File: src/design/cis_params.svh
// Constants for the comparator input select register bank.
// Assumes inclusion by bare name from the package and the design module.
`ifndef CIS_PARAMS_SVH
`define CIS_PARAMS_SVH
`define CIS_PAGE          4'h0
`define CIS_ADDR_CMP0     8'h9F
`define CIS_ADDR_CMP1     8'h9E
`define CIS_RESET_VALUE   8'hFF
`define CIS_RDATA_IDLE    8'h00
`define CIS_NEG_MSB       7
`define CIS_NEG_LSB       4
`define CIS_POS_MSB       3
`define CIS_POS_LSB       0
`define CIS_CODE_PIN0     4'h0
`define CIS_CODE_PIN1     4'h1
`define CIS_CODE_PIN2     4'h2
`define CIS_CODE_PIN3     4'h3
`define CIS_CODE_P1A      4'h6
`define CIS_CODE_P1B      4'h7
`define CIS_CODE_TOUCH    4'hC
`define CIS_CODE_HALF     4'hD
`define CIS_CODE_SUPPLY   4'hE
`define CIS_CODE_TOP      4'hF
`define CIS_ONEHOT_W      13
`endif

File: src/design/cis_pkg.sv
// Types for the comparator input select register bank.
// Assumes the parameter header is on the include path.
`default_nettype none
`include "cis_params.svh"
package cis_pkg;
    // One-hot analog switch enables for one comparator input.
    typedef struct packed {
        logic p0_0_1; // Port 0 bit 0 (pos) or bit 1 (neg).
        logic p0_2_3;
        logic p0_4_5;
        logic p0_6_7;
        logic p1_45;  // Port 1 bit 4 (pos) or bit 5 (neg).
        logic p1_6;   // Port 1 bit 6, positive only.
        logic touch;  // Capacitive touch sense compare level.
        logic half;   // Main supply divided by two.
        logic vbat;   // Battery supply, positive only.
        logic vdig;   // Regulated digital supply, negative only.
        logic vmain;  // Main supply, positive only.
        logic gnd;    // Ground, negative only.
        logic open_in; // Reserved code: input left unconnected.
    } cis_sel_t;
    typedef struct packed {
        cis_sel_t pos;
        cis_sel_t neg;
    } cis_cmp_sel_t;
endpackage
`default_nettype wire

File: src/design/cis_top.sv
// Comparator input select registers and analog switch decode.
// Assumes the core's special-function register bus: one-cycle write and
// read strobes with page and address, read data taken the cycle after.
//
// Notes on behaviour
// [RULE_01] Comparator 0 select is at 0x9F, page 0x0, RW, resets to ones.
// [RULE_02] Comparator 1 select is at 0x9E with the same layout and reset.
// [RULE_03] Bits 7:4 pick the negative input: pins, digital supply, ground.
// [RULE_04] Bits 3:0 pick the positive input: pins, battery, main supply.
// [RULE_05] Code 1100 in either field routes the touch sense compare level.
// [RULE_06] Code 1101 in either field routes half the main supply.
// [RULE_07] Comparator 1 decodes its fields exactly like comparator 0.
// [RULE_08] Software avoids reserved codes; they leave the input open.
`default_nettype none
`include "cis_params.svh"
module cis_top
    import cis_pkg::*;
(
    input  wire logic         i_clk,
    input  wire logic         i_sys_rst,
    input  wire logic [3:0]   i_sfr_page,
    input  wire logic [7:0]   i_sfr_addr,
    input  wire logic         i_sfr_wr,
    input  wire logic         i_sfr_rd,
    input  wire logic [7:0]   i_sfr_wdata,
    output logic      [7:0]   o_sfr_rdata,
    output logic              o_sfr_hit,
    output var cis_cmp_sel_t  o_cmp0_sel,
    output var cis_cmp_sel_t  o_cmp1_sel
);

    logic [7:0]   comparator0_input_select;
    logic [7:0]   comparator1_input_select;
    logic [7:0]   next_cmp0;
    logic [7:0]   next_cmp1;
    logic [7:0]   rdata;
    logic [7:0]   next_rdata;
    logic         hit;
    logic         next_hit;
    cis_cmp_sel_t sel0;
    cis_cmp_sel_t sel1;
    cis_cmp_sel_t next_sel0;
    cis_cmp_sel_t next_sel1;
    logic         sel0_page;
    logic         sel1_page;
    logic [3:0]   cmp0_neg;
    logic [3:0]   cmp0_pos;
    logic [3:0]   cmp1_neg;
    logic [3:0]   cmp1_pos;

    // Shared field decode; positive and negative differ only in codes 0111
    // (pin or open), 1110 and 1111 (which supply).
    function automatic cis_sel_t decode(input logic [3:0] code,
                                        input logic       is_pos);
        cis_sel_t s;
        s = '0;
        case (code)
            `CIS_CODE_PIN0:  s.p0_0_1 = 1'b1;            // [RULE_03] [RULE_04]
            `CIS_CODE_PIN1:  s.p0_2_3 = 1'b1;
            `CIS_CODE_PIN2:  s.p0_4_5 = 1'b1;
            `CIS_CODE_PIN3:  s.p0_6_7 = 1'b1;
            `CIS_CODE_P1A:   s.p1_45  = 1'b1;
            `CIS_CODE_P1B: begin
                // Negative field has no pin here, so it stays open.
                if (is_pos) begin
                    s.p1_6 = 1'b1;                        // [RULE_04]
                end else begin
                    s.open_in = 1'b1;                     // [RULE_08]
                end
            end
            `CIS_CODE_TOUCH: s.touch = 1'b1;              // [RULE_05]
            `CIS_CODE_HALF:  s.half  = 1'b1;              // [RULE_06]
            `CIS_CODE_SUPPLY: begin
                if (is_pos) begin
                    s.vbat = 1'b1;                        // [RULE_04]
                end else begin
                    s.vdig = 1'b1;                        // [RULE_03]
                end
            end
            `CIS_CODE_TOP: begin
                if (is_pos) begin
                    s.vmain = 1'b1;                       // [RULE_04]
                end else begin
                    s.gnd = 1'b1;                         // [RULE_03]
                end
            end
            default: s.open_in = 1'b1;                    // [RULE_08]
        endcase
        return s;
    endfunction

    assign sel0_page = (i_sfr_page == `CIS_PAGE) &&
                       (i_sfr_addr == `CIS_ADDR_CMP0);
    assign sel1_page = (i_sfr_page == `CIS_PAGE) &&
                       (i_sfr_addr == `CIS_ADDR_CMP1);

    // Register writes and registered read data; unmapped reads return zero.
    always_comb begin
        next_cmp0  = comparator0_input_select;
        next_cmp1  = comparator1_input_select;
        next_rdata = rdata;
        next_hit   = 1'b0;
        if (i_sfr_wr && sel0_page) begin
            next_cmp0 = i_sfr_wdata;                      // [RULE_01]
        end
        if (i_sfr_wr && sel1_page) begin
            next_cmp1 = i_sfr_wdata;                      // [RULE_02]
        end
        if (i_sfr_rd) begin
            next_hit = sel0_page || sel1_page;
            if (sel0_page) begin
                next_rdata = comparator0_input_select;    // [RULE_01]
            end else if (sel1_page) begin
                next_rdata = comparator1_input_select;    // [RULE_02]
            end else begin
                next_rdata = `CIS_RDATA_IDLE;
            end
        end
        // Reset wins over a write in the same cycle, so the decoded
        // switches below come up matching the all-ones register value.
        if (i_sys_rst) begin
            next_cmp0 = `CIS_RESET_VALUE;                 // [RULE_01]
            next_cmp1 = `CIS_RESET_VALUE;                 // [RULE_02]
        end
    end

    // Switch enables are decoded from the next value so that they change
    // on the same edge as the register, never glitching between codes.
    always_comb begin
        next_sel0.neg = decode(next_cmp0[`CIS_NEG_MSB:`CIS_NEG_LSB], 1'b0);
        next_sel0.pos = decode(next_cmp0[`CIS_POS_MSB:`CIS_POS_LSB], 1'b1);
        // Same decode function for both comparators. [RULE_07]
        next_sel1.neg = decode(next_cmp1[`CIS_NEG_MSB:`CIS_NEG_LSB], 1'b0);
        next_sel1.pos = decode(next_cmp1[`CIS_POS_MSB:`CIS_POS_LSB], 1'b1);
    end

    // Register and read state; reset puts both selects at all ones.
    always_ff @(posedge i_clk) begin
        if (i_sys_rst) begin
            comparator0_input_select <= `CIS_RESET_VALUE; // [RULE_01]
            comparator1_input_select <= `CIS_RESET_VALUE; // [RULE_02]
            rdata <= `CIS_RDATA_IDLE;
            hit   <= 1'b0;
        end else begin
            comparator0_input_select <= next_cmp0;
            comparator1_input_select <= next_cmp1;
            rdata <= next_rdata;
            hit   <= next_hit;
        end
    end

    // Switch enables need no reset branch: the next value already carries
    // the reset code, so the switches never disagree with the register.
    always_ff @(posedge i_clk) begin
        sel0 <= next_sel0;
        sel1 <= next_sel1;
    end

    assign o_sfr_rdata = rdata;
    assign o_sfr_hit   = hit;
    assign o_cmp0_sel  = sel0;
    assign o_cmp1_sel  = sel1;

    // Field views of both registers for the checks below.
    assign cmp0_neg = comparator0_input_select[`CIS_NEG_MSB:`CIS_NEG_LSB];
    assign cmp0_pos = comparator0_input_select[`CIS_POS_MSB:`CIS_POS_LSB];
    assign cmp1_neg = comparator1_input_select[`CIS_NEG_MSB:`CIS_NEG_LSB];
    assign cmp1_pos = comparator1_input_select[`CIS_POS_MSB:`CIS_POS_LSB];

    // Checks on register behaviour and decode.
    a_cmp0_write: assert property ( // [RULE_01]
        @(posedge i_clk) disable iff (i_sys_rst)
        i_sfr_wr && sel0_page
        |=> comparator0_input_select == $past(i_sfr_wdata))
        else $error("cmp0 write lost");
    a_cmp1_write: assert property ( // [RULE_02]
        @(posedge i_clk) disable iff (i_sys_rst)
        i_sfr_wr && sel1_page
        |=> comparator1_input_select == $past(i_sfr_wdata))
        else $error("cmp1 write lost");
    a_reset_ones: assert property ( // [RULE_01] [RULE_02]
        @(posedge i_clk)
        i_sys_rst |=> comparator0_input_select == `CIS_RESET_VALUE &&
                      comparator1_input_select == `CIS_RESET_VALUE)
        else $error("reset value wrong");
    a_reset_sel: assert property ( // [RULE_03] [RULE_04]
        @(posedge i_clk)
        i_sys_rst |=> sel0 == sel1 && sel0.pos.vmain && sel0.neg.gnd)
        else $error("reset switch set wrong");
    a_sel_onehot: assert property ( // [RULE_07]
        @(posedge i_clk) disable iff (i_sys_rst)
        $onehot(sel0.pos) && $onehot(sel0.neg) &&
        $onehot(sel1.pos) && $onehot(sel1.neg))
        else $error("switch set not one-hot");
    a_neg_ground: assert property ( // [RULE_03]
        @(posedge i_clk) disable iff (i_sys_rst)
        cmp0_neg == `CIS_CODE_TOP |-> sel0.neg.gnd && $onehot(sel0.neg))
        else $error("neg ground decode");
    a_neg_digital: assert property ( // [RULE_03]
        @(posedge i_clk) disable iff (i_sys_rst)
        cmp1_neg == `CIS_CODE_SUPPLY |-> sel1.neg.vdig)
        else $error("neg digital supply decode");
    a_pos_main: assert property ( // [RULE_04]
        @(posedge i_clk) disable iff (i_sys_rst)
        cmp0_pos == `CIS_CODE_TOP |-> sel0.pos.vmain && $onehot(sel0.pos))
        else $error("pos main decode");
    a_pos_battery: assert property ( // [RULE_04]
        @(posedge i_clk) disable iff (i_sys_rst)
        cmp1_pos == `CIS_CODE_SUPPLY |-> sel1.pos.vbat)
        else $error("pos battery decode");
    a_touch_sel: assert property ( // [RULE_05]
        @(posedge i_clk) disable iff (i_sys_rst)
        sel0.pos.touch == (cmp0_pos == `CIS_CODE_TOUCH) &&
        sel0.neg.touch == (cmp0_neg == `CIS_CODE_TOUCH))
        else $error("touch decode");
    a_half_sel: assert property ( // [RULE_06]
        @(posedge i_clk) disable iff (i_sys_rst)
        sel1.neg.half == (cmp1_neg == `CIS_CODE_HALF) &&
        sel1.pos.half == (cmp1_pos == `CIS_CODE_HALF))
        else $error("half decode");
    a_same_decode: assert property ( // [RULE_07]
        @(posedge i_clk) disable iff (i_sys_rst)
        comparator0_input_select == comparator1_input_select
        |-> sel0 == sel1)
        else $error("decode mismatch");
    a_read_back: assert property ( // [RULE_01]
        @(posedge i_clk) disable iff (i_sys_rst)
        i_sfr_rd && sel0_page && !i_sfr_wr
        |=> o_sfr_hit && o_sfr_rdata == $past(comparator0_input_select))
        else $error("read back wrong");
    a_unmapped_read: assert property ( // [RULE_01] [RULE_02]
        @(posedge i_clk) disable iff (i_sys_rst)
        i_sfr_rd && !sel0_page && !sel1_page
        |=> !o_sfr_hit && o_sfr_rdata == `CIS_RDATA_IDLE)
        else $error("unmapped read answered");
    a_neg_open7: assert property ( // [RULE_08]
        @(posedge i_clk) disable iff (i_sys_rst)
        cmp1_neg == `CIS_CODE_P1B |-> sel1.neg.open_in)
        else $error("reserved not open");

    c_write0: cover property (@(posedge i_clk) i_sfr_wr && sel0_page);
    c_write1: cover property (@(posedge i_clk) i_sfr_wr && sel1_page);
    c_touch:  cover property (@(posedge i_clk) sel1.pos.touch);
    c_half:   cover property (@(posedge i_clk) sel0.neg.half);
    c_open:   cover property (@(posedge i_clk) sel0.pos.open_in);

endmodule
`default_nettype wire

File: config.mk
export PLATFORM = sky130hd
export DESIGN_NAME = cis_top
export DESIGN_NICKNAME = d
export VERILOG_FILES = /design/src/design/cis_pkg.sv /design/src/design/cis_top.sv
export VERILOG_INCLUDE_DIRS = /design/src /design/src/design
export SDC_FILE = /design/constraint.sdc
export NUM_CORES = 1
export LEC_CHECK = 0
export BUFFER_PORTS_ARGS = -buffer_cell sky130_fd_sc_hd__buf_2
export CAP_MARGIN = 20
export CORE_MARGIN = 2
export CORE_UTILIZATION = 50
export CTS_CLUSTER_DIAMETER = 80
export CTS_CLUSTER_SIZE = 40
export DETAILED_ROUTE_END_ITERATION = 10
export PLACE_DENSITY = 0.74
export SLEW_MARGIN = 5
export SYNTH_ARGS = -nofsm -noshare
export SYNTH_HDL_FRONTEND = slang
export SYNTH_SLANG_ARGS = --single-unit
File: constraint.sdc
create_clock -name i_clk -period 3.5 [get_ports i_clk]
set_clock_uncertainty 0.05 [all_clocks]
set_input_delay 0.875 -clock i_clk [delete_from_list [all_inputs] [get_ports i_clk]]
set_output_delay 0.875 -clock i_clk [all_outputs]
set_load 0.01 [all_outputs]
Yosys cells after proc, flatten, opt, wreduce, memory -nomap -nowiden
Index checks and enable logic that the tools add are counted.
- flip-flop bits (word level): 71
- bits in latches: 0
- RAM bits: 0
- ROM bits: 0
- input port bits: 24
- output and inout port bits: 61
- memories: 0
- add/subtract/negate cells: 0
- $mul: 0
- divide/modulo/power cells: 0
- $lt $le $gt $ge: 0
- equal/unequal tests: 36
- shift operators: 0
- muxes and demuxes: 48
- bitwise gates (word level): 1
- reductions and logical operators: 15
- operators by type and width (kind ; number):
    4-bit equality test, second input constant ; 16
    8-bit two-way mux ; 6
    1-bit two-way mux ; 38
    4-bit by 2-bit equality test with 1-bit output, second input constant ; 8
    4-bit by 3-bit equality test with 1-bit output, second input constant ; 6
    4-bit zero test ; 5
    10-bit OR reduction ; 2
    9-bit OR reduction ; 2
    4-bit by 1-bit equality test with 1-bit output, second input constant ; 4
    8-bit equality test, second input constant ; 2
    2-bit two-way mux ; 4
    1-bit logical AND ; 4
    2-bit OR reduction ; 1
    1-bit logical OR ; 1
    1-bit NOT ; 1

Logic depth before layout (Yosys ltp)
Gate-level depths: netlist of the first run.
- depth in word-level cells: 8
- depth in mapped cells: 7
- mapped depth without buffers: 4

Worst setup path after synthesis of the first run
No wires, ideal clock.
- kind: in2reg
- start point: input port i_sfr_addr[6]
- end point: register comparator0_input_select[0]
- setup time: 0.133 ns
- data arrival time: 2.402 ns
- data required time: 3.317 ns
- setup slack: 0.915 ns
- stages: 6
- path buffers: 2
- path through: or4b_4 or4_4 buf_6 buf_12 nand2_2 nand3_2
- word-level cells in the longest chain between the ends: 5
- ends and longest elaborated chain (element ; RTL line ; text):
    start, declared ; cis_top.sv:22 ; input wire logic [7:0] i_sfr_addr,
    8-bit equality test (no line) ; -- ;
    1-bit logical AND ; cis_top.sv:92 ; assign sel0_page = (i_sfr_page == `CIS_PAGE) &&
    1-bit logical AND ; cis_top.sv:103 ; if (i_sfr_wr && sel0_page) begin
    8-bit two-way mux ; cis_top.sv:103 ;
    8-bit two-way mux ; cis_top.sv:121 ; if (i_sys_rst) begin
    end signal, assigned ; cis_top.sv:140 ; comparator0_input_select <= `CIS_RESET_VALUE;
    end signal, assigned ; cis_top.sv:145 ; comparator0_input_select <= next_cmp0;
    end, declared ; cis_top.sv:32 ; logic [7:0] comparator0_input_select;
Every way passes these cells.
A chain may end at the register's enable or synchronous reset.

==> Implementation_results.wiki, run 1 <==
{| class="wikitable"
! Metric !! Value
|-
| Final number of max-transition violations || 0
|-
| CTS HTree Levels || 3
|-
| Placement-stage worst setup slack || 0.656 ns
|-
| Share of synthesized area occupied by flip-flops and latches || 43.2%
|-
| Max-Slew Margin vs Limit || 60.4%
|-
| Placement Rows || 28
|-
| Initial detailed-routing violation count || 263
|-
| Cell area power density || 408 nW/um^2
|-
| Antenna violations before repair || 0
|-
| Post-CTS setup buffers || 0
|-
| Clock transition at the registers of the reported paths || 0.07 ns
|-
| CP endpoint kind || flop
|-
| Top-level port count || 85
|-
| Number of violations of the max-capacitance limit || 0
|-
| Most numerous cell in the Yosys netlist || sky130_fd_sc_hd__dfxtp_1
|-
| Final setup violation count || 0
|-
| Vias post-DR || 2739
|-
| Area of the die || 6850 um^2
|-
| Total GRT Usage || 21.8%
|-
| CP Max Fanout || 11
|-
| Fraction of layout instances using a drive strength above 1 || 30.3%
|-
| Cts bufs inserted || 9
|-
| Number of buffers between clock root and the deepest sink || 2
|-
| Average cell area after synthesis || 8.97 um^2
|-
| Count of buffers from port buffering || 74
|-
| Largest net degree at the start of global routing || 33
|-
| Clock net sink count || 67
|-
| Largest area contributor in the netlist || sky130_fd_sc_hd__dfxtp_1
|-
| Chip width || 82.8 um
|-
| Detailed-route vias per instance || 5.62
|-
| Starting density of the core || 52.1%
|-
| Worst VDD drop || 0.245 mV
|-
| Number of gates given a new drive strength after cts || 0
|-
| DRT antenna net count || 0
|-
| Clock latency on the worst-skew pair || 0.34 ns
|-
| Number of hold buffers added after cts || 0
|-
| Async SR Flop Fraction || 0%
|-
| Count of final hold-check violations || 0
|-
| Leading post-synthesis cells by instance count || sky130_fd_sc_hd__dfxtp_1, sky130_fd_sc_hd__nand2_1, sky130_fd_sc_hd__nor2_1, sky130_fd_sc_hd__nand3_1, sky130_fd_sc_hd__o21ai_0
|-
| Final weighted congestion in routability-driven placement || 0.924
|-
| Vertical die dimension || 82.8 um
|-
| Hold Crit Class || reg -> reg
|-
| Synthesized flop and latch total || 67
|-
| DRT Pass-1 Iters || 5
|-
| Layout overhead on the synthesized area || 15.8%
|-
| Cell types occupying the most area after synthesis || sky130_fd_sc_hd__dfxtp_1, sky130_fd_sc_hd__nand2_1, sky130_fd_sc_hd__o21ai_2
|-
| Leakage Power || 1.59 nW
|-
| Final wirelength || 7180 um
|-
| Setup slack of the worst register-to-register path || 1.95 ns
|-
| Area share of the leading cell type in the synthesized netlist || 43.2%
|-
| Startpoint kind of the worst setup timing path || input port
|-
| CP required || 3.70 ns
|-
| Worst Setup Slack, final || 0.967 ns
|-
| Mapped cell area || 3100 um^2
|-
| Vias in the first global route || 2345
|-
| Placeable core area || 5960 um^2
|-
| First-pass GRT wire length || 11200 um
|-
| Count of flip-flops with a built-in enable after synthesis || 0
|-
| Arrival @ worst endpoint || 2.73 ns
|-
| Fraction of the cycle the final worst path needs || 72.4%
|-
| Timing-limited maximum frequency || 395 MHz
|-
| Sum Neg Setup Slack || 0 ns
|-
| Number of diodes || 0
|-
| Measured slew at the worst slew-check pin || 0.593 ns
|-
| Net count, final || 432
|-
| CTS root buffer || sky130_fd_sc_hd__clkbuf_8
|-
| Global route overflow || 0
|-
| RSZ-0062 raised after global routing || no
|-
| Sum of net half-perimeters after detailed placement || 5010 um
|-
| Clock tree from TritonCTS || built
|-
| Final min period || 2.53 ns
|-
| Outcome || completed
|-
| Post-detailed-route wirelength per cell || 14.7 um
|-
| Distinct cell type count of the synthesized netlist || 48
|-
| Number of fill cells in the layout || 552
|-
| Residual DRC count || 0
|-
| Warning count from the yosys run || 0
|-
| Dominant register cell in the synthesized netlist || sky130_fd_sc_hd__dfxtp_1
|-
| Class of the most critical setup path || in -> reg
|-
| Post-synthesis instance total || 346
|}
==> registers in the layout, summed over array words and instances, names as in the netlist <==
name / count
comparator0_input_select: 8
comparator1_input_select: 8
o_cmp0_sel: 21
o_cmp1_sel: 21
o_sfr_hit: 1
o_sfr_rdata: 8
==> cell type report <==
type                            instances  area [um^2]  share of cell area [%]
Tap cell                               75         93.8                    2.61
Inverter                                6         22.5                   0.627
Multi-Input combinational cell        246         1540                    42.9
Clock inverter                          2         35.0                   0.975
Sequential cell                        67         1340                    37.3
Clock buffer                           13          159                    4.42
Timing Repair Buffer                   78          400                    11.1
==> critical path: stages <==
cell and delay, ns:
sky130_fd_sc_hd__buf_2 0.10, sky130_fd_sc_hd__or4b_4 0.59, sky130_fd_sc_hd__or4_1 0.74, sky130_fd_sc_hd__and3_1 0.24
sky130_fd_sc_hd__a211oi_2 0.19
==> stage by stage <==
stage	util, %	instance area [um^2]	cells	hold slack, ns	total power, W
after floorplan	-	3140	355	0.449	0.000833
after CTS	60.4	3590	487	0.476	0.00148
after global placement	57.1	3400	472	0.447	0.000847
after global routing	60.4	3590	487	0.502	0.00152
final	60.4	3590	487	0.478	0.00147
after detailed placement	57.1	3400	472	0.449	0.000848
==> placed cells by master, fill, tap and decap left out, drive strengths merged, types with 2 or more instances in the layout <==
cell / instances
a211oi: 6
mux2i: 5
nand3b: 4
inv: 5
mux2: 7
nor3: 4
or4: 12
nand2b: 10
or3: 12
nor4: 4
nand4b: 3
nand4: 9
clkbuf: 13
buf: 78
nor2: 21
a22oi: 9
and3: 4
and4: 2
clkinv: 2
dfxtp: 67
o21ai: 27
nand2: 47
conb: 10
o211ai: 9
or4b: 2
nor2b: 5
a21oi: 5
nand3: 21
==> where the power goes <==
group	switching, W	internal (W)
clock network	0.000271	0.000364
registers	0.0000000938	0.000762
logic	0.0000489	0.0000213
==> final timing paths <==
| check | start | to | cells past startpoint |
|---|---|---|---|
| min reg2reg | o_sfr_rdata[0]$_SDFFE_PP0P_ | o_sfr_rdata[0]$_SDFFE_PP0P_ | 2 |
| max | i_sfr_addr[6] | o_cmp1_sel[0]$_DFF_P_ | 5 |
| min | o_sfr_rdata[0]$_SDFFE_PP0P_ | o_sfr_rdata[0]$_SDFFE_PP0P_ | 2 |
| max reg2reg | comparator1_input_select[6]$_SDFF_PP1_ | o_cmp1_sel[9]$_DFF_P_ | 3 |
==> layer usage <==
layer,global-route usage (%),part of all wire (%),vias to the layer above
met2,30.5,45,117
met4,7.87,1.2,0
met5,0,0,-
met1,31.9,47,1264
li1,-,-,1347
met3,5.95,7.1,11
==> cells by family after synthesis <==
family / after synthesis / synth area share (%)
compound gates: 57 / 13.6
buf+inv: 42 / 8.14
flops: 67 / 43.2
mux: 12 / 4.15
other cells: 1 / 0.121
simple gates: 167 / 30.7
Note: power is estimated with default switching activity, not from simulation.
==> run 2, diff against run 1 <==
Settings changed: CORE_UTILIZATION 50 to 47, PLACE_DENSITY 0.74 to 0.73.
Clock period 3.5 ns to 2.3 ns, I/O delays scaled along.
==> Implementation_results.wiki, run 2 (synthesized netlist as in run 1, its figures left out) <==
{| class="wikitable"
! Metric !! Value
|-
| Buffers and inverters on the worst path || 2 (+1)
|-
| Biggest cell delay along the critical path || 0.71 ns (-0.03 ns)
|-
| Hold Crit Class || reg -> reg
|-
| Placement Rows || 29 (+3.6%)
|-
| Top-level port count || 85 (unchanged)
|-
| Fraction of the cycle the final worst path needs || 91.0%
|-
| Clock transition at the registers of the reported paths || 0.07 ns (about the same)
|-
| Number of hold buffers added after cts || 0 (unchanged)
|-
| Clock net sink count || 67 (unchanged)
|-
| Startpoint kind of the worst setup timing path || input port
|-
| Reg2reg start || comparator1_input_select[6]$_SDFF_PP1_
|-
| Vias post-DR || 2788 (+1.8%)
|-
| Critical path origin || i_sfr_addr[6]
|-
| Antenna violations before repair || 0 (unchanged)
|-
| Cell area power density || 602 nW/um^2 (+47%)
|-
| Fraction of layout instances using a drive strength above 1 || 32.2% (+1.8 points)
|-
| Outcome || completed
|-
| Cell depth of the worst flop-to-flop path || 3 (unchanged)
|-
| Class of the most critical setup path || in -> reg
|-
| CP Capture Point || o_cmp0_sel[23]$_DFF_P_
|-
| Arrival @ worst endpoint || 2.32 ns (-0.41 ns)
|-
| Commonest cells after routing, fill and taps aside || sky130_fd_sc_hd__buf_2, sky130_fd_sc_hd__dfxtp_1, sky130_fd_sc_hd__nand2_1
|-
| Final wirelength || 7470 um (+4.0%)
|-
| Timing-limited maximum frequency || 478 MHz
|-
| Post-detailed-route wirelength per cell || 14.8 um (+0.68%)
|-
| Cts bufs inserted || 9 (unchanged)
|-
| Largest net degree at the start of global routing || 33 (unchanged)
|-
| Area of the die || 7270 um^2 (+6.1%)
|-
| Count of final hold-check violations || 0 (unchanged)
|-
| Final Total Pwr || 0.00223 W (+52%)
|-
| Placeable core area || 6350 um^2 (+6.6%)
|-
| Number of diodes || 0 (unchanged)
|-
| Placement-stage worst setup slack || -0.136 ns (-0.792 ns)
|-
| Worst Setup Slack, final || 0.206 ns (-0.760 ns)
|-
| CP required || 2.52 ns (-1.18 ns)
|-
| CP Max Fanout || 19 (+8)
|-
| DRT Pass-1 Iters || 4 (-1)
|-
| Starting density of the core || 48.9% (-3.2 points)
|-
| CP endpoint kind || flop
|-
| DP Cell Count || 487 (+3.2%)
|-
| RSZ-0062 raised after global routing || no
|-
| Number of fill cells in the layout || 570 (+3.3%)
|-
| Area used by multi-input combinational logic || 1540 um^2 (unchanged)
|-
| Layout overhead on the synthesized area || 19.7%
|-
| Core occupancy in the finished layout || 58.5% (-1.9 points)
|-
| Sum Neg Setup Slack || 0 ns (unchanged)
|-
| Global route overflow || 0 (unchanged)
|-
| Count of buffers from port buffering || 74 (unchanged)
|-
| Chip width || 85.3 um (+3.0%)
|-
| First-pass GRT wire length || 11900 um (+6.2%)
|-
| Setup slack of the worst register-to-register path || 0.71 ns (-1.24 ns)
|-
| Leakage Power || 1.65 nW (+3.8%)
|-
| Series of cell instances along the critical path || buf_2 > or4b_4 > or4_4 > buf_4 > o21ai_2
|-
| Clock latency on the worst-skew pair || 0.34 ns (about the same)
|-
| Post-CTS setup buffers || 0 (unchanged)
|-
| Total GRT Usage || 20.6% (-1.2 points)
|-
| CTS root buffer || sky130_fd_sc_hd__clkbuf_8
|-
| Initial detailed-routing violation count || 280 (+6.5%)
|-
| DRT antenna net count || 0 (unchanged)
|-
| CTS HTree Levels || 3 (unchanged)
|-
| Worst Hold Path Cells || 2 (unchanged)
|-
| Endpoint of the lowest-slack register-to-register path || o_cmp1_sel[9]$_DFF_P_
|-
| Vertical die dimension || 85.3 um (+3.0%)
|-
| Number of buffers between clock root and the deepest sink || 2 (unchanged)
|-
| Net count, final || 445 (+3.0%)
|-
| Worst VDD drop || 0.306 mV (+25%)
|-
| Number of gates given a new drive strength after cts || 0 (unchanged)
|-
| Detailed-route vias per instance || 5.54 (-1.4%)
|-
| Cell with the largest stage delay on the worst path || sky130_fd_sc_hd__or4_4
|-
| Cell Count, Final, Fillers Out || 503 (+3.3%)
|-
| Final setup violation count || 0 (unchanged)
|-
| Final min period || 2.09 ns
|-
| Final weighted congestion in routability-driven placement || 0.887 (-4.0%)
|-
| FF+latch area || 1340 um^2 (unchanged)
|-
| Residual DRC count || 0 (unchanged)
|-
| Instance count on the critical path || 5 (unchanged)
|-
| Most common library cell in the layout ignoring fill and taps || sky130_fd_sc_hd__buf_2
|-
| Final number of max-transition violations || 0 (unchanged)
|-
| Vias in the first global route || 2449 (+4.4%)
|-
| Clock tree from TritonCTS || built
|-
| Gate family responsible for the most delay along the worst path || simple AND/OR/NAND/NOR gates
|-
| Sum of net half-perimeters after detailed placement || 5460 um (+9.2%)
|-
| Number of violations of the max-capacitance limit || 0 (unchanged)
|}
## run 2: layout make-up
class                      instances  area share (%)
timing repair buffer              91            14.1
multi-input combinational        246            41.5
inverter                           6           0.606
clock inverter                     2           0.943
sequential                        67            36.1
tap                               77            2.59
clock buffer                      14            4.11
## run 2: worst min-delay path by stage
stage                                        endpoint                                   start  slack [ns]
2_1_floorplan  comparator1_input_select[6]$_SDFF_PP1_  comparator1_input_select[6]$_SDFF_PP1_        0.45
3_3_place_gp              o_sfr_rdata[4]$_SDFFE_PP0P_             o_sfr_rdata[4]$_SDFFE_PP0P_        0.45
3_5_place_dp              o_sfr_rdata[3]$_SDFFE_PP0P_             o_sfr_rdata[3]$_SDFFE_PP0P_        0.45
4_1_cts                   o_sfr_rdata[7]$_SDFFE_PP0P_             o_sfr_rdata[7]$_SDFFE_PP0P_        0.47
5_1_grt                   o_sfr_rdata[7]$_SDFFE_PP0P_             o_sfr_rdata[7]$_SDFFE_PP0P_        0.48
6_report                  o_sfr_rdata[7]$_SDFFE_PP0P_             o_sfr_rdata[7]$_SDFFE_PP0P_        0.47
## run 2: per-stage QoR
step,hold slack [ns],cell area [um^2]
floorplan,0.449,3140
global placement,0.453,3530
detailed placement,0.452,3530
CTS,0.472,3710
global route,0.483,3710
finish,0.474,3710
## run 2: metal layers
metal	wire length (um)	GRT usage (%)	vias up
met5	0	0	-
met4	116	8.95	0
met3	596	4.77	10
met2	3360	29.4	127
met1	3390	29.6	1274
li1	-	-	1377
## run 2: worst min-delay path: cells and delay by family (launching register included)
| family | cells | cell delay [ns] |
|---|---|---|
| flip-flops | 1 | 0.33 |
| AND/OR/NAND/NOR | 1 | 0.08 |
| AO/OA/AOI/OAI | 1 | 0.08 |
## run 2: power by group
part / total (W) / internal, W / switching (W)
Combinational: 0.000114 / 0.0000380 / 0.0000759
Sequential: 0.00116 / 0.00116 / 0.000000143
Clock: 0.000961 / 0.000531 / 0.000430
==> run 3, diff against run 2 <==
Settings changed: GPL_TIMING_DRIVEN set to 0.
==> Implementation_results.wiki, run 3 (synthesized netlist as in run 1, its figures left out) <==
{| class="wikitable"
! Metric !! Value
|-
| Post-detailed-route wirelength per cell || 15.3 um (+2.9%)
|-
| Startpoint of the most critical hold path || o_sfr_rdata[4]$_SDFFE_PP0P_
|-
| Top-level port count || 85 (unchanged)
|-
| Residual DRC count || 0 (unchanged)
|-
| DP Cell Count || 501 (+2.9%)
|-
| Count of buffers from port buffering || 69 (-6.8%)
|-
| Number of violations of the max-capacitance limit || 0 (unchanged)
|-
| Switch share || 20.6% (-2.0 points)
|-
| Most common library cell in the layout ignoring fill and taps || sky130_fd_sc_hd__buf_2
|-
| DRT antenna net count || 0 (unchanged)
|-
| Final weighted congestion in routability-driven placement || 0.928 (+4.7%)
|-
| CTS HTree Levels || 3 (unchanged)
|-
| Outcome || completed
|-
| Sum Neg Setup Slack || 0 ns (unchanged)
|-
| Sum of net half-perimeters after detailed placement || 5680 um (+3.9%)
|-
| Fraction of the cycle the final worst path needs || 93.6% (+2.6 points)
|-
| Number of fill cells in the layout || 540 (-5.3%)
|-
| Leakage Power || 1.71 nW (+4.0%)
|-
| Worst VDD drop || 0.433 mV (+41%)
|-
| Global route overflow || 0 (unchanged)
|-
| Number of gates given a new drive strength after cts || 0 (unchanged)
|-
| Final wirelength || 7900 um (+5.8%)
|-
| Vias in the first global route || 2574 (+5.1%)
|-
| Hold Crit Class || reg -> reg
|-
| Initial detailed-routing violation count || 318 (+14%)
|-
| Starting density of the core || 48.9% (unchanged)
|-
| Number of buffers between clock root and the deepest sink || 2 (unchanged)
|-
| Cell area power density || 660 nW/um^2 (+9.6%)
|-
| Final number of max-transition violations || 0 (unchanged)
|-
| Endpoint of the lowest-slack register-to-register path || o_cmp1_sel[9]$_DFF_P_
|-
| CP Capture Point || o_cmp0_sel[1]$_DFF_P_
|-
| RSZ-0062 raised after global routing || no
|-
| Timing-limited maximum frequency || 464 MHz (-2.8%)
|-
| Number of hold buffers added after cts || 0 (unchanged)
|-
| Net Switching || 0.000522 W (+3.2%)
|-
| Total GRT Usage || 22.1% (+1.5 points)
|-
| Detailed-route vias per instance || 5.67 (+2.3%)
|-
| Reg2reg start || comparator1_input_select[6]$_SDFF_PP1_
|-
| Cell Count, Final, Fillers Out || 517 (+2.8%)
|-
| Critical path origin || i_sfr_addr[6]
|-
| Part of the power in registers || 45.8% (-6.1 points)
|-
| Chip width || 85.3 um (unchanged)
|-
| FF+latch area || 1340 um^2 (unchanged)
|-
| Area of the die || 7270 um^2 (unchanged)
|-
| CP Max Fanout || 10 (-9)
|-
| Setup slack of the worst register-to-register path || 0.66 ns (-0.05 ns)
|-
| Largest net degree at the start of global routing || 12 (-64%)
|-
| Part of the total power dissipated in combinational logic || 4.9% (-0.2 points)
|-
| P_int || 0.00201 W (+16%)
|-
| Clock tree from TritonCTS || built
|-
| Max-Slew Margin vs Limit || 55.5%
|-
| Arrival @ worst endpoint || 2.30 ns (-0.02 ns)
|-
| Area used by multi-input combinational logic || 1540 um^2 (unchanged)
|-
| CTS root buffer || sky130_fd_sc_hd__clkbuf_8
|-
| Commonest cells after routing, fill and taps aside || sky130_fd_sc_hd__buf_2, sky130_fd_sc_hd__dfxtp_1, sky130_fd_sc_hd__nand2_1
|-
| Layout overhead on the synthesized area || 23.7%
|-
| Vertical die dimension || 85.3 um (unchanged)
|-
| Measured slew at the worst slew-check pin || 0.662 ns
|-
| Clock latency on the worst-skew pair || 0.35 ns (about the same)
|-
| Vias post-DR || 2932 (+5.2%)
|-
| Final min period || 2.15 ns (+0.0599 ns)
|-
| Clock transition at the registers of the reported paths || 0.07 ns (about the same)
|-
| Share of power burned in the clock network || 49.3% (+6.3 points)
|-
| Post-CTS setup buffers || 0 (unchanged)
|-
| DRT Pass-1 Iters || 5 (+1)
|-
| Fraction of layout instances using a drive strength above 1 || 31.6% (-0.57 points)
|-
| Final setup violation count || 0 (unchanged)
|-
| Core occupancy in the finished layout || 60.5% (+2.0 points)
|-
| Startpoint kind of the worst setup timing path || input port
|-
| CP endpoint kind || flop
|-
| Placeable core area || 6350 um^2 (unchanged)
|-
| First-pass GRT wire length || 12600 um (+5.9%)
|-
| Clock net sink count || 67 (unchanged)
|-
| Placement-stage worst setup slack || -0.193 ns (-0.0570 ns)
|-
| Count of final hold-check violations || 0 (unchanged)
|-
| Antenna violations before repair || 0 (unchanged)
|-
| Number of diodes || 0 (unchanged)
|-
| Final instance area || 3840 um^2 (+3.4%)
|-
| Cts bufs inserted || 9 (unchanged)
|-
| Net count, final || 459 (+3.1%)
|-
| Placement-stage cell area || 3580 um^2 (+1.5%)
|-
| Class of the most critical setup path || in -> reg
|-
| Placement Rows || 29 (unchanged)
|-
| CP required || 2.44 ns (-0.08 ns)
|-
| Cell depth of the worst flop-to-flop path || 3 (unchanged)
|-
| Worst Setup Slack, final || 0.147 ns (-0.0599 ns)
|}
run 3: cell count changes in the layout (fill, tap and decap cells not counted), sizes merged:
cell,previous run,this run
clkbuf,14,25
bufinv,1,3
buf,91,92
run 3: critical path, cell delays in order:
cell and delay [ns]:
sky130_fd_sc_hd__buf_2 0.10, sky130_fd_sc_hd__or4b_4 0.59, sky130_fd_sc_hd__nor4_4 0.44, sky130_fd_sc_hd__buf_4 0.23
sky130_fd_sc_hd__buf_2 0.23, sky130_fd_sc_hd__o211ai_1 0.13
run 3: area by class of cell:
cell class	count	share of cell area (%)
Inverter	6	0.587
Timing Repair Buffer	69	9.00
Tap cell	77	2.51
Buffer	36	6.00
Sequential cell	67	34.9
Clock buffer	12	4.30
Clock inverter	4	2.48
Multi-Input combinational cell	246	40.2
run 3: stage by stage:
step | hold slack [ns] | power [W]
after floorplan | 0.449 | 0.00127
after global placement | 0.450 | 0.00131
after detailed placement | 0.451 | 0.00131
after CTS | 0.475 | 0.00255
after global routing | 0.501 | 0.00263
final | 0.469 | 0.00253
run 3: routing by layer:
metal	share of wire (%)	vias to the layer above	wire length (um)	GRT usage, %
li1	-	1397	-	-
met3	11	15	835	5.84
met5	0	-	0	0
met2	44	178	3490	32.5
met1	43	1342	3420	30.6
met4	2.1	0	162	9.52
run 3: power groups by stage:
| stage | registers [W] | logic (W) | clock network [W] |
|---|---|---|---|
| floorplan | 0.00119 | 0.0000814 | 0 |
| global placement | 0.00119 | 0.000119 | 0 |
| detailed placement | 0.00119 | 0.000121 | 0 |
| CTS | 0.00116 | 0.000121 | 0.00127 |
| global route | 0.00116 | 0.000135 | 0.00133 |
| finish | 0.00116 | 0.000125 | 0.00125 |
run 3: how the worst min path moves through the flow:
| stage | to | slack (ns) | depth (start not counted) |
|---|---|---|---|
| 5_1_grt | o_sfr_rdata[1]$_SDFFE_PP0P_ | 0.50 | 2 |
| 3_5_place_dp | o_sfr_rdata[4]$_SDFFE_PP0P_ | 0.45 | 2 |
| 4_1_cts | o_sfr_rdata[1]$_SDFFE_PP0P_ | 0.47 | 2 |
| 6_report | o_sfr_rdata[4]$_SDFFE_PP0P_ | 0.47 | 2 |
| 3_3_place_gp | o_sfr_rdata[4]$_SDFFE_PP0P_ | 0.45 | 2 |
| 2_1_floorplan | comparator1_input_select[6]$_SDFF_PP1_ | 0.45 | 2 |
